File: src/logic/hpscc_pkg.sv
// constants and encodings shared by the hot-plug slot capability/control register block
`default_nettype none

package hpscc_pkg;

  // ---------------------------------------------------------------
  // register bus
  // ---------------------------------------------------------------
  localparam int unsigned ADDR_W = 8;
  localparam int unsigned DATA_W = 32;
  localparam logic [7:0] OFS_SLOT_CAP = 8'h7C;
  localparam logic [7:0] OFS_SLOT_STS_CTL = 8'h80;

  // ---------------------------------------------------------------
  // slot capability field positions
  // ---------------------------------------------------------------
  localparam int unsigned CAP_FEAT_LSB = 0;
  localparam int unsigned CAP_FEAT_MSB = 3;
  localparam int unsigned CAP_PWR_IND_PRES = 4;
  localparam int unsigned CAP_SURPRISE = 5;
  localparam int unsigned CAP_HP_CAPABLE = 6;
  localparam int unsigned CAP_LIMIT_LSB = 7;
  localparam int unsigned CAP_LIMIT_MSB = 14;
  localparam int unsigned CAP_SCALE_LSB = 15;
  localparam int unsigned CAP_SCALE_MSB = 16;
  localparam int unsigned CAP_SLOT_LSB = 19;
  localparam int unsigned CAP_SLOT_MSB = 31;

  // ---------------------------------------------------------------
  // slot control and status field positions
  // ---------------------------------------------------------------
  localparam int unsigned NUM_EVT = 5;
  localparam int unsigned CTL_EN_LSB = 0;
  localparam int unsigned CTL_MASTER_EN = 5;
  localparam int unsigned CTL_ATTN_LSB = 6;
  localparam int unsigned CTL_ATTN_MSB = 7;
  localparam int unsigned STS_FLAG_LSB = 16;
  localparam int unsigned STS_LATCH_STATE = 21;
  localparam int unsigned STS_PRESENCE_STATE = 22;

  // event and synchroniser indices
  localparam int unsigned EVT_BUTTON = 0;
  localparam int unsigned EVT_PWR_FAULT = 1;
  localparam int unsigned EVT_LATCH_CHG = 2;
  localparam int unsigned EVT_PRESENCE_CHG = 3;
  localparam int unsigned EVT_CMD_DONE = 4;
  localparam int unsigned SYNC_MODE = 5;
  localparam int unsigned NUM_SYNC = 6;

  // ---------------------------------------------------------------
  // reset values and encodings
  // ---------------------------------------------------------------
  localparam logic [3:0] FEAT_RST = 4'h0;
  localparam logic [7:0] LIMIT_RST = 8'h19;
  localparam logic [7:0] LIMIT_FWD = 8'h00;
  localparam logic [1:0] SCALE_RST = 2'h0;
  localparam logic [12:0] SLOT_NUM_RST = 13'h0000;
  localparam logic [4:0] EVT_EN_RST = 5'h00;

  localparam logic [1:0] SCALE_X1_0 = 2'h0;
  localparam logic [1:0] SCALE_X0_1 = 2'h1;
  localparam logic [1:0] SCALE_X0_01 = 2'h2;
  localparam logic [1:0] SCALE_X0_001 = 2'h3;

  localparam logic [1:0] ATTN_RESERVED = 2'h0;
  localparam logic [1:0] ATTN_ON = 2'h1;
  localparam logic [1:0] ATTN_BLINK = 2'h2;
  localparam logic [1:0] ATTN_OFF = 2'h3;
  localparam logic [1:0] ATTN_RST = ATTN_OFF;

endpackage

`default_nettype wire

File: src/logic/hpscc_sync.sv
// two-flop synchroniser for one slot pin, with edge and change detect
`default_nettype none

module hpscc_sync
  import hpscc_pkg::*;
(
  input wire logic clk_sys_i,
  input wire logic nrst_i,
  input wire logic async_i,
  output logic level_o,
  output logic rise_o,
  output logic change_o
);

  typedef struct packed {
    logic s1;
    logic s2;
    logic s3;
  } hpscc_sync_state_t;

  hpscc_sync_state_t st_q;
  hpscc_sync_state_t st_d;

  always_comb
  begin
    st_d.s1 = async_i;
    st_d.s2 = st_q.s1;
    st_d.s3 = st_q.s2;
  end

  always_ff @(posedge clk_sys_i or negedge nrst_i)
  begin
    if (!nrst_i)
    begin
      st_q <= '0;
    end
    else
    begin
      st_q <= st_d;
    end
  end

  // s1 feeds only s2; detection looks at s2 and s3
  assign level_o = st_q.s2;
  assign rise_o = st_q.s2 & ~st_q.s3;
  assign change_o = st_q.s2 ^ st_q.s3;

endmodule

`default_nettype wire

File: src/logic/hpscc_flag.sv
// sticky status flag, set by hardware, cleared by a write of one
`default_nettype none

module hpscc_flag
  import hpscc_pkg::*;
(
  input wire logic clk_sys_i,
  input wire logic nrst_i,
  input wire logic set_i,
  input wire logic clr_i,
  output logic flag_o
);

  typedef struct packed {
    logic flag;
  } hpscc_flag_state_t;

  hpscc_flag_state_t st_q;
  hpscc_flag_state_t st_d;

  // set wins over a clear in the same cycle, so no event is lost
  always_comb
  begin
    st_d.flag = set_i | (st_q.flag & ~clr_i);
  end

  always_ff @(posedge clk_sys_i or negedge nrst_i)
  begin
    if (!nrst_i)
    begin
      st_q <= '0;
    end
    else
    begin
      st_q <= st_d;
    end
  end

  assign flag_o = st_q.flag;

endmodule

`default_nettype wire

File: src/logic/hpscc_top.sv
// hot-plug slot capability, control and status registers of the reverse-mode port
`default_nettype none

//
// Function
// - capability bit 4 reports whether a power indicator is fitted
// - capability bit 5 reports whether surprise removal is allowed
// - capability bit 6 reports whether the slot is hot-plug capable
// - power limit value in bits 14:7, default 19h, scaled by bits 16:15
// - power limit scale in bits 16:15, four decimal multipliers, default 00b
// - physical slot number in bits 31:19, loaded at init, resets to zero
// - forward mode: all fields read-only and meaningless, power limit 00h
// - control bit 0 enables attention button event as interrupt source
// - control bit 1 enables power fault event as interrupt source
// - control bit 2 enables retention latch change as interrupt source
// - control bit 3 enables presence detect change as interrupt source
// - control bit 4 enables command completed as interrupt source
// - control bit 5 is master enable for all hot-plug interrupts
// - attention indicator bits 7:6: on, blink, off; resets to off
// - a write of 00b to the attention field is ignored
// - each accepted attention write sends an indicator message
// - reading the attention field returns the last accepted attention state
// - status bit 16 sets on button press, cleared by writing one
// - status bit 20 sets on command completion, cleared by writing one
module hpscc_top
  import hpscc_pkg::*;
(
  input wire logic clk_sys_i,
  input wire logic nrst_i,
  input wire logic reverse_mode_i,
  input wire logic [ADDR_W-1:0] reg_addr_i,
  input wire logic [DATA_W-1:0] reg_wdata_i,
  input wire logic reg_wr_i,
  input wire logic reg_rd_i,
  output logic [DATA_W-1:0] reg_rdata_o,
  input wire logic load_cap_valid_i,
  input wire logic [DATA_W-1:0] load_cap_i,
  input wire logic attn_button_i,
  input wire logic power_fault_i,
  input wire logic latch_open_i,
  input wire logic presence_i,
  input wire logic cmd_done_i,
  output logic attn_msg_valid_o,
  output logic [1:0] attn_msg_code_o,
  output logic [1:0] attn_state_o,
  output logic hp_irq_o
);

  // ---------------------------------------------------------------
  // state
  // ---------------------------------------------------------------
  typedef struct packed {
    logic [3:0] feat_present;
    logic pwr_ind_present;
    logic surprise;
    logic hp_capable;
    logic [7:0] pwr_limit;
    logic [1:0] pwr_scale;
    logic [12:0] slot_num;
    logic [NUM_EVT-1:0] evt_en;
    logic master_en;
    logic [1:0] attn_state;
    logic attn_msg_valid;
    logic [1:0] attn_msg_code;
    logic hp_irq;
    logic [DATA_W-1:0] rdata;
  } hpscc_top_state_t;

  hpscc_top_state_t st_q;
  hpscc_top_state_t st_d;

  logic [NUM_SYNC-1:0] pin_raw;
  logic [NUM_SYNC-1:0] pin_lvl;
  logic [NUM_SYNC-1:0] pin_rise;
  logic [NUM_SYNC-1:0] pin_chg;
  logic [NUM_EVT-1:0] evt_pulse;
  logic [NUM_EVT-1:0] evt_set;
  logic [NUM_EVT-1:0] evt_clr;
  logic [NUM_EVT-1:0] flag;
  logic [NUM_EVT-1:0] evt_hit;
  logic rev_mode;
  logic sel_cap;
  logic sel_ctl;
  logic wr_ctl;
  logic attn_accept;
  logic [DATA_W-1:0] cap_word;
  logic [DATA_W-1:0] ctl_word;

  // ---------------------------------------------------------------
  // pin synchronisers
  // ---------------------------------------------------------------
  // the mode strap is synchronised too, so a late or bouncing strap
  // never reaches the decode logic as a metastable level
  assign pin_raw[EVT_BUTTON] = attn_button_i;
  assign pin_raw[EVT_PWR_FAULT] = power_fault_i;
  assign pin_raw[EVT_LATCH_CHG] = latch_open_i;
  assign pin_raw[EVT_PRESENCE_CHG] = presence_i;
  assign pin_raw[EVT_CMD_DONE] = cmd_done_i;
  assign pin_raw[SYNC_MODE] = reverse_mode_i;

  genvar gi;
  generate
    for (gi = 0; gi < NUM_SYNC; gi++)
    begin : g_sync
      hpscc_sync u_sync (
        .clk_sys_i(clk_sys_i),
        .nrst_i(nrst_i),
        .async_i(pin_raw[gi]),
        .level_o(pin_lvl[gi]),
        .rise_o(pin_rise[gi]),
        .change_o(pin_chg[gi])
      );
    end
  endgenerate

  assign rev_mode = pin_lvl[SYNC_MODE];

  // ---------------------------------------------------------------
  // status flags
  // ---------------------------------------------------------------
  // button, fault and command completion are edges; latch and presence
  // report any change of level
  assign evt_pulse[EVT_BUTTON] = pin_rise[EVT_BUTTON];
  assign evt_pulse[EVT_PWR_FAULT] = pin_rise[EVT_PWR_FAULT];
  assign evt_pulse[EVT_LATCH_CHG] = pin_chg[EVT_LATCH_CHG];
  assign evt_pulse[EVT_PRESENCE_CHG] = pin_chg[EVT_PRESENCE_CHG];
  assign evt_pulse[EVT_CMD_DONE] = pin_rise[EVT_CMD_DONE];

  assign sel_cap = (reg_addr_i == OFS_SLOT_CAP);
  assign sel_ctl = (reg_addr_i == OFS_SLOT_STS_CTL);
  assign wr_ctl = reg_wr_i && sel_ctl && rev_mode;
  assign attn_accept =
    wr_ctl && (reg_wdata_i[CTL_ATTN_MSB:CTL_ATTN_LSB] != ATTN_RESERVED);

  assign evt_set = evt_pulse & {NUM_EVT{rev_mode}};
  assign evt_clr = reg_wdata_i[STS_FLAG_LSB +: NUM_EVT] & {NUM_EVT{wr_ctl}};

  generate
    for (gi = 0; gi < NUM_EVT; gi++)
    begin : g_flag
      hpscc_flag u_flag (
        .clk_sys_i(clk_sys_i),
        .nrst_i(nrst_i),
        .set_i(evt_set[gi]),
        .clr_i(evt_clr[gi]),
        .flag_o(flag[gi])
      );
    end
  endgenerate

  // ---------------------------------------------------------------
  // per-source interrupt gating
  // ---------------------------------------------------------------
  assign evt_hit[EVT_BUTTON] = flag[EVT_BUTTON] & st_q.evt_en[EVT_BUTTON];
  assign evt_hit[EVT_PWR_FAULT] = flag[EVT_PWR_FAULT] & st_q.evt_en[EVT_PWR_FAULT];
  assign evt_hit[EVT_LATCH_CHG] = flag[EVT_LATCH_CHG] & st_q.evt_en[EVT_LATCH_CHG];
  assign evt_hit[EVT_PRESENCE_CHG] =
    flag[EVT_PRESENCE_CHG] & st_q.evt_en[EVT_PRESENCE_CHG];
  assign evt_hit[EVT_CMD_DONE] = flag[EVT_CMD_DONE] & st_q.evt_en[EVT_CMD_DONE];

  // ---------------------------------------------------------------
  // read words
  // ---------------------------------------------------------------
  always_comb
  begin
    cap_word = '0;
    cap_word[CAP_FEAT_MSB:CAP_FEAT_LSB] = st_q.feat_present;
    cap_word[CAP_PWR_IND_PRES] = st_q.pwr_ind_present;
    cap_word[CAP_SURPRISE] = st_q.surprise;
    cap_word[CAP_HP_CAPABLE] = st_q.hp_capable;
    cap_word[CAP_LIMIT_MSB:CAP_LIMIT_LSB] = st_q.pwr_limit;
    cap_word[CAP_SCALE_MSB:CAP_SCALE_LSB] = st_q.pwr_scale;
    cap_word[CAP_SLOT_MSB:CAP_SLOT_LSB] = st_q.slot_num;
  end

  // power indicator and power controller control are not held here and read zero
  always_comb
  begin
    ctl_word = '0;
    ctl_word[CTL_EN_LSB +: NUM_EVT] = st_q.evt_en;
    ctl_word[CTL_MASTER_EN] = st_q.master_en;
    ctl_word[CTL_ATTN_MSB:CTL_ATTN_LSB] = st_q.attn_state;
    ctl_word[STS_FLAG_LSB +: NUM_EVT] = flag;
    ctl_word[STS_LATCH_STATE] = pin_lvl[EVT_LATCH_CHG];
    ctl_word[STS_PRESENCE_STATE] = pin_lvl[EVT_PRESENCE_CHG];
  end

  // ---------------------------------------------------------------
  // next state
  // ---------------------------------------------------------------
  always_comb
  begin
    st_d = st_q;
    st_d.attn_msg_valid = 1'b0;
    st_d.rdata = '0;

    // init fields take the serial memory image; software never writes them
    if (rev_mode && load_cap_valid_i)
    begin
      st_d.feat_present = load_cap_i[CAP_FEAT_MSB:CAP_FEAT_LSB];
      st_d.pwr_ind_present = load_cap_i[CAP_PWR_IND_PRES];
      st_d.surprise = load_cap_i[CAP_SURPRISE];
      st_d.hp_capable = load_cap_i[CAP_HP_CAPABLE];
      st_d.pwr_limit = load_cap_i[CAP_LIMIT_MSB:CAP_LIMIT_LSB];
      st_d.pwr_scale = load_cap_i[CAP_SCALE_MSB:CAP_SCALE_LSB];
      st_d.slot_num = load_cap_i[CAP_SLOT_MSB:CAP_SLOT_LSB];
    end

    if (wr_ctl)
    begin
      st_d.evt_en = reg_wdata_i[CTL_EN_LSB +: NUM_EVT];
      st_d.master_en = reg_wdata_i[CTL_MASTER_EN];
    end

    // every accepted write re-sends the message, even when the state is unchanged
    if (attn_accept)
    begin
      st_d.attn_state = reg_wdata_i[CTL_ATTN_MSB:CTL_ATTN_LSB];
      st_d.attn_msg_valid = 1'b1;
      st_d.attn_msg_code = reg_wdata_i[CTL_ATTN_MSB:CTL_ATTN_LSB];
    end

    st_d.hp_irq = rev_mode && st_q.master_en && (|evt_hit);

    // forward mode answers every read with zero
    if (reg_rd_i && rev_mode)
    begin
      if (sel_cap)
      begin
        st_d.rdata = cap_word;
      end
      else if (sel_ctl)
      begin
        st_d.rdata = ctl_word;
      end
    end
  end

  always_ff @(posedge clk_sys_i or negedge nrst_i)
  begin
    if (!nrst_i)
    begin
      st_q.feat_present <= FEAT_RST;
      st_q.pwr_ind_present <= 1'b0;
      st_q.surprise <= 1'b0;
      st_q.hp_capable <= 1'b0;
      st_q.pwr_limit <= LIMIT_RST;
      st_q.pwr_scale <= SCALE_RST;
      st_q.slot_num <= SLOT_NUM_RST;
      st_q.evt_en <= EVT_EN_RST;
      st_q.master_en <= 1'b0;
      st_q.attn_state <= ATTN_RST;
      st_q.attn_msg_valid <= 1'b0;
      st_q.attn_msg_code <= ATTN_RST;
      st_q.hp_irq <= 1'b0;
      st_q.rdata <= '0;
    end
    else
    begin
      st_q <= st_d;
    end
  end

  // ---------------------------------------------------------------
  // outputs
  // ---------------------------------------------------------------
  assign reg_rdata_o = st_q.rdata;
  assign attn_msg_valid_o = st_q.attn_msg_valid;
  assign attn_msg_code_o = st_q.attn_msg_code;
  assign attn_state_o = st_q.attn_state;
  assign hp_irq_o = st_q.hp_irq;

  // ---------------------------------------------------------------
  // assertions
  // ---------------------------------------------------------------
  a_irq_master_gate: assert property (@(posedge clk_sys_i) disable iff (!nrst_i)
    hp_irq_o |-> $past(st_q.master_en) && $past(rev_mode))
    else $error("interrupt raised without master enable");

  a_irq_on_event: assert property (@(posedge clk_sys_i) disable iff (!nrst_i)
    (rev_mode && st_q.master_en && (|(flag & st_q.evt_en))) |=> hp_irq_o)
    else $error("enabled flag did not raise interrupt");

  a_irq_source_off: assert property (@(posedge clk_sys_i) disable iff (!nrst_i)
    (!st_q.evt_en[EVT_BUTTON] && (flag & st_q.evt_en) == 5'h00) |=> !hp_irq_o)
    else $error("interrupt from a disabled source");

  a_attn_reserved: assert property (@(posedge clk_sys_i) disable iff (!nrst_i)
    (wr_ctl && reg_wdata_i[CTL_ATTN_MSB:CTL_ATTN_LSB] == ATTN_RESERVED)
      |=> $stable(attn_state_o) && !attn_msg_valid_o)
    else $error("reserved attention write took effect");

  a_attn_message: assert property (@(posedge clk_sys_i) disable iff (!nrst_i)
    attn_accept |=> attn_msg_valid_o
      && attn_msg_code_o == $past(reg_wdata_i[CTL_ATTN_MSB:CTL_ATTN_LSB])
      && attn_state_o == attn_msg_code_o ##1 !attn_msg_valid_o || $past(attn_accept))
    else $error("attention message missing or wrong");

  a_attn_readback: assert property (@(posedge clk_sys_i) disable iff (!nrst_i)
    (reg_rd_i && sel_ctl && rev_mode)
      |=> reg_rdata_o[CTL_ATTN_MSB:CTL_ATTN_LSB] == $past(st_q.attn_state))
    else $error("attention read does not show state");

  a_fwd_reads_zero: assert property (@(posedge clk_sys_i) disable iff (!nrst_i)
    (reg_rd_i && !rev_mode) |=> reg_rdata_o == 32'h0000_0000)
    else $error("forward mode read not zero");

  a_rdata_one_cycle: assert property (@(posedge clk_sys_i) disable iff (!nrst_i)
    !$past(reg_rd_i) |-> reg_rdata_o == 32'h0000_0000)
    else $error("read data outside its cycle");

  a_limit_read: assert property (@(posedge clk_sys_i) disable iff (!nrst_i)
    (reg_rd_i && sel_cap && rev_mode)
      |=> reg_rdata_o[CAP_LIMIT_MSB:CAP_LIMIT_LSB] == $past(st_q.pwr_limit)
      && reg_rdata_o[CAP_SLOT_MSB:CAP_SLOT_LSB] == $past(st_q.slot_num))
    else $error("capability read mismatch");

  a_button_flag: assert property (@(posedge clk_sys_i) disable iff (!nrst_i)
    (rev_mode && evt_pulse[EVT_BUTTON]) |=> flag[EVT_BUTTON])
    else $error("button press not flagged");

  a_cmd_flag_clear: assert property (@(posedge clk_sys_i) disable iff (!nrst_i)
    (evt_clr[EVT_CMD_DONE] && !evt_set[EVT_CMD_DONE]) |=> !flag[EVT_CMD_DONE])
    else $error("command flag not cleared");

  a_cap_sw_locked: assert property (@(posedge clk_sys_i) disable iff (!nrst_i)
    (!load_cap_valid_i) |=> $stable(st_q.pwr_limit) && $stable(st_q.slot_num))
    else $error("init field changed without load");

  a_fwd_no_effect: assert property (@(posedge clk_sys_i) disable iff (!nrst_i)
    (!rev_mode) |=> !attn_msg_valid_o && !hp_irq_o)
    else $error("forward mode produced a message or interrupt");

  a_cmd_flag_set: assert property (@(posedge clk_sys_i) disable iff (!nrst_i)
    (rev_mode && evt_pulse[EVT_CMD_DONE]) |=> flag[EVT_CMD_DONE])
    else $error("command completion not flagged");

  a_attn_never_rsv: assert property (@(posedge clk_sys_i) disable iff (!nrst_i)
    attn_state_o != ATTN_RESERVED)
    else $error("attention state holds the reserved code");

  a_irq_master_off: assert property (@(posedge clk_sys_i) disable iff (!nrst_i)
    (!st_q.master_en) |=> !hp_irq_o)
    else $error("interrupt raised with master enable clear");

endmodule

`default_nettype wire

File: config.mk
export PLATFORM = sky130hd
export DESIGN_NAME = hpscc_top
export DESIGN_NICKNAME = d
export VERILOG_FILES = /design/src/logic/hpscc_pkg.sv /design/src/logic/hpscc_sync.sv /design/src/logic/hpscc_flag.sv /design/src/logic/hpscc_top.sv
export SDC_FILE = /design/constraint.sdc
export NUM_CORES = 1
export LEC_CHECK = 0
export BUFFER_PORTS_ARGS = -buffer_cell sky130_fd_sc_hd__buf_2
export CORE_MARGIN = 8
export CORE_UTILIZATION = 45
export DETAILED_ROUTE_END_ITERATION = 10
export PLACE_DENSITY = 0.83
export SYNTH_ARGS = -nofsm -noshare
export SYNTH_HDL_FRONTEND = slang
export SYNTH_SLANG_ARGS = --single-unit
File: constraint.sdc
create_clock -name clk_sys_i -period 1.69 [get_ports clk_sys_i]
set_input_delay 0.338 -clock clk_sys_i [delete_from_list [all_inputs] [get_ports clk_sys_i]]
set_output_delay 0.338 -clock clk_sys_i [all_outputs]
set_load 0.02 [all_outputs]
* Word level (Yosys, flattened, before mapping)
Cells that the tools add are included.
Widths: inputs -> output; s select.
** Storage, ports and cells
- Register bits :: 94
- Input bits :: 83
- Output and inout port bits :: 38
- Logic and storage cells :: 80
** Operators by class
- Equal/unequal tests :: 2
- Muxes and demuxes :: 4
- Bitwise gates (word level) :: 30
- Reductions and logical operators :: 9
** Operators with widths (count)
- $mux 32 :: 2
- $mux 23 :: 1
- $and 1x1->1 :: 13
- $and 5x5->5 :: 2
- $eq 8x7->1 const B :: 1
- $eq 8x8->1 const B :: 1
- $not 1->1 :: 8
- $logic_and 1x1->1 :: 7
- $or 1x1->1 :: 5
- $reduce_or 5->1 :: 1
- $mux 3 :: 1
- $reduce_bool 2->1 :: 1
- $xor 1x1->1 :: 2

* Logic depth before layout (Yosys ltp)
- Depth after elaboration :: 7
- Gate-level depth with buffers :: 5
- Gate-level depth less buffers :: 3

* Cells and area by module
A second synthesis with hierarchy kept.
** Second synthesis, totals
- Cell total of the unflattened synthesis :: 235
- Area total of the unflattened synthesis :: 3552.2 um2
** By module, submodules not included
- hpscc_top :: instances 1, cells an instance 184, area an instance 2800.2 um2, seq. area each 1808.0 um2
- hpscc_sync :: instances 6, cells an instance 6, area an instance 95.1 um2, seq. area each 75.1 um2
- hpscc_flag :: instances 5, cells an instance 3, area an instance 36.3 um2, seq. area each 25.0 um2

* Worst setup path before layout
OpenSTA, ideal clock, no wires.
- Path type :: input to register
- Start point :: input reg_addr_i[2]
- End point :: register st_q, in the netlist reg_rdata_o[16]
- Library setup time :: 0.064 ns
- Arrival time :: 1.374 ns
- Data required time :: 1.626 ns
- Setup slack :: 0.252 ns
- Cell stages on the path :: 5
- Buffers on the path :: 2
- Cells stage by stage :: nor4b_4 and4_1 buf_6 buf_8 a22o_2
** RTL lines
- from (decl) :: line hpscc_top.sv:31 : input wire logic [ADDR_W-1:0] reg_addr_i,
- to (signal assigned) :: line hpscc_top.sv:260 : st_q <= st_d;
- to (decl) :: line hpscc_top.sv:69 : hpscc_top_state_t st_q;

* Worst setup path after layout
- Start point :: register g_sync[5].u_sync.st_q, in the netlist g_sync[5].u_sync.level_o
- End point :: register st_q, in the netlist ctl_word[4]
** On the way
- Cells in the longest elaborated chain, start to end :: 1
** RTL lines
- from (decl) :: line hpscc_sync.sv:21 : hpscc_sync_state_t st_q;
- from (signal assigned) :: line hpscc_sync.sv:39 : st_q <= st_d;
- $logic_and 1x1->1 :: line hpscc_top.sv:131 : assign wr_ctl = reg_wr_i && sel_ctl && rev_mode;
Every way passes these cells.
A chain may end at the register's enable or synchronous reset.

==> results.md <==
* Antenna Cells at 0
* Status: finished, final reports clean
* Post-synth top area share at 0.660
* Wirelength per Cell at 16.7 um
* Ranking of synthesized cells by area: dfrtp_1, mux2_2, dfstp_2
* First-pass GRT wire length at 11.2 mm
* Syn avg cell area at 16.1 um^2
* WS Path Type: reg2reg
* Max Cap Violations at 0
* Max Fclk at 638 MHz
* Core Box Area at 7250 um^2
* Post-Synthesis Cells at 210
* Overall Power at 4.26 mW
* GR peak layer: met2
* Max VDD drop at 0.000922 V
* Clk_skew at 0.00772 ns
* Final ANT Viol Nets at 0
* Post-Syn Area at 3380 um^2
* Syn_nets at 293
* Hold Fails Final Rpt at 0
* Initial Utilization at 0.466
* Initial antenna violation count at 0
* Tot GR Track Use at 0.144
* Worst rel slew slack at 0.708
* Routed via count at 2054
* Final setup vio count at 0
* Required @ worst endpoint at 1.93 ns
* Setup Total Neg Slack at 0 ns
* Netlist cell types at 28
* Die area at 10500 um^2
* CTS tree: built
* LEAKAGE at 2.15 nW
* Max clock buf depth at 2
* CP Max Fanout at 8
* Seq/Total Area, Yosys at 0.698
* Area Growth Syn to Fin at 25.6%
* Final Max Slew Viols at 0
* Met3 usage at 0.0641
* Slowest CP cell: dfrtp_1
* CTS sink count at 94
* Total congestion overflow at 0
* Worst-skew pair later-pin latency at 0.35 ns
* Routed WL at 7.03 mm
* Startpoint types: register
* RSZ-0062 raised after global routing: no
* Slowest stage delay, CP at 0.52 ns
* Final WS setup at 0.121 ns
* Fin nets at 400
* Minimum clock period after layout at 1.57 ns
* Remaining DRCs at 0
* Via/cell ratio at 4.88
* CTS clk-pin slew, worst paths at 0.09 ns
* Yosys warns at 0
* Critical path capture point type: register
* Worst path cell trace: and2_1 > nand3_2 > mux2_2
* Post-route clock period utilization at 0.928
* Fraction of layout cells with a size suffix above 1 at 0.581
* Crit path DAT at 1.81 ns
* Largest net degree at the start of global routing at 43
* Port bufs at 99
* HP Class: in2reg
* GPL Wtd Cong at 0.797
* Die H at 103 um
* M1 GR Usage at 0.164
* Post-synth top area cell: dfrtp_1
* TritonCTS Buffers at 9
* DP Wirelength at 5.27 mm
* Pre-CTS setup slack at 0.120 ns
* M2 GR Usage at 0.234
* Pwr dens at 1000 nW/um^2
* Ports at 121
* CTS root buf: clkbuf_8
* Tightest Pin Transition at 0.437 ns
* Horiz. Die Dim at 103 um
* TritonRoute pass-1 iters at 4
* H-tree levels at 3
* Drt initial violations at 80
* Rows at 31
* Synth Register Bits at 94
* Vias in the first global route at 2205
[worst paths after layout]
path	from	end	slack (ns)	cells after the start
max	g_sync[5].u_sync.level_o	ctl_word[4]	0.12	3
max reg2reg	g_sync[5].u_sync.level_o	ctl_word[4]	0.12	3
min reg2reg	g_sync[4].u_sync.st_d[1]	g_sync[4].u_sync.level_o	0.35	0
min in group asynchronous	nrst_i	g_sync[5].u_sync.level_o	0.47	2
max in group asynchronous	nrst_i	attn_msg_code_o[0]	0.57	3
min	power_fault_i	g_sync[1].u_sync.st_d[1]	0.09	1
[cell type report]
| cell class | count | area (um^2) |
|---|---|---|
| Fill cell | 623 | 3010 |
| Timing Repair Buffer | 110 | 621 |
| Inverter | 3 | 11.3 |
| Tap cell | 99 | 124 |
| Clock inverter | 6 | 68.8 |
| Multi-Input combinational cell | 99 | 921 |
| Sequential cell | 94 | 2360 |
| Clock buffer | 10 | 138 |
[critical path, delay by kind of cell (launching register included)]
kind | cells | cell delay [ns]
simple gates | 2 | 0.59
flops | 1 | 0.52
mux | 1 | 0.34
[through the flow]
stage,area (um^2),cells,utilization,hold WS (ns)
6_report,4240,421,0.585,0.0873
5_1_grt,4240,421,0.585,0.0555
4_1_cts,4240,421,0.585,0.0680
3_5_place_dp,4030,404,0.555,0.312
3_3_place_gp,4030,404,0.555,0.302
2_1_floorplan,3380,210,-,0.0424
[state kept, by name (all words and copies together) (netlist names)]
| signal | cells |
|---|---|
| cap_word | 30 |
| reg_rdata_o | 32 |
| attn_msg_code_o | 2 |
| g_flag.u_flag.flag_o | 5 |
| attn_msg_valid_o | 1 |
| ctl_word | 6 |
| hp_irq_o | 1 |
| g_sync.u_sync.st_q | 5 |
| g_sync.u_sync.level_o | 6 |
| g_sync.u_sync.st_d | 6 |
[logic make-up (layout without fill, tap and decap cells)]
family          Yosys count  count (layout)  share of synthesized area
flops                    94              94                      0.698
simple gates             38              38                     0.0804
buf+inv                  17             129                     0.0307
mux                      36              36                      0.120
xor+xnor                  2               2                    0.00519
compound gates           23              23                     0.0652
[synthesized netlist by cell type]
cell      instances
buf_8             1
a21bo_2           2
a21oi_1           1
and4_1            1
a22oi_1           1
xor2_1            2
clkbuf_1          3
a22o_2           13
a222oi_1          1
buf_2             5
nand3_2           1
nor4_1            1
and2_2            2
dfrtp_1          89
nor4_4            1
and2_1           18
buf_6             1
nand2_1           2
nand4b_1          1
dfstp_2           5
buf_4             4
a32o_1            3
nand4_1           8
nor4b_4           1
nor2_1            2
inv_1             3
mux2_2           36
a22o_1            2
[per-layer routing]
metal / up-vias / part of all wire
met5: - / 0
li1: 953 / -
met4: 0 / 0.011
met1: 1017 / 0.40
met2: 77 / 0.50
met3: 7 / 0.091
[repair_timing]
item	in CTS	in global routing
resized for setup	0	0
setup buffers	0	0
hold endpoints to repair	30	0
hold buffers	1	0
[layout by cell type, fill, tap and decap left out, types with 2 or more instances in the layout]
cell type	instances
buf_2	98
dfrtp_1	89
mux2_2	36
and2_1	18
a22o_2	13
clkbuf_8	10
nand4_1	8
buf_4	8
dfstp_2	5
inv_1	3
a32o_1	3
buf_12	3
and2_2	2
nand2_1	2
nor2_1	2
xor2_1	2
a22o_1	2
a21bo_2	2
inv_6	2
[power by group]
group | internal, mW | total (mW) | switching, mW
logic | 0.171 | 0.304 | 0.133
registers | 2.39 | 2.45 | 0.0622
clock network | 0.735 | 1.50 | 0.769
No activity file was read; power rests on OpenSTA's default activity.
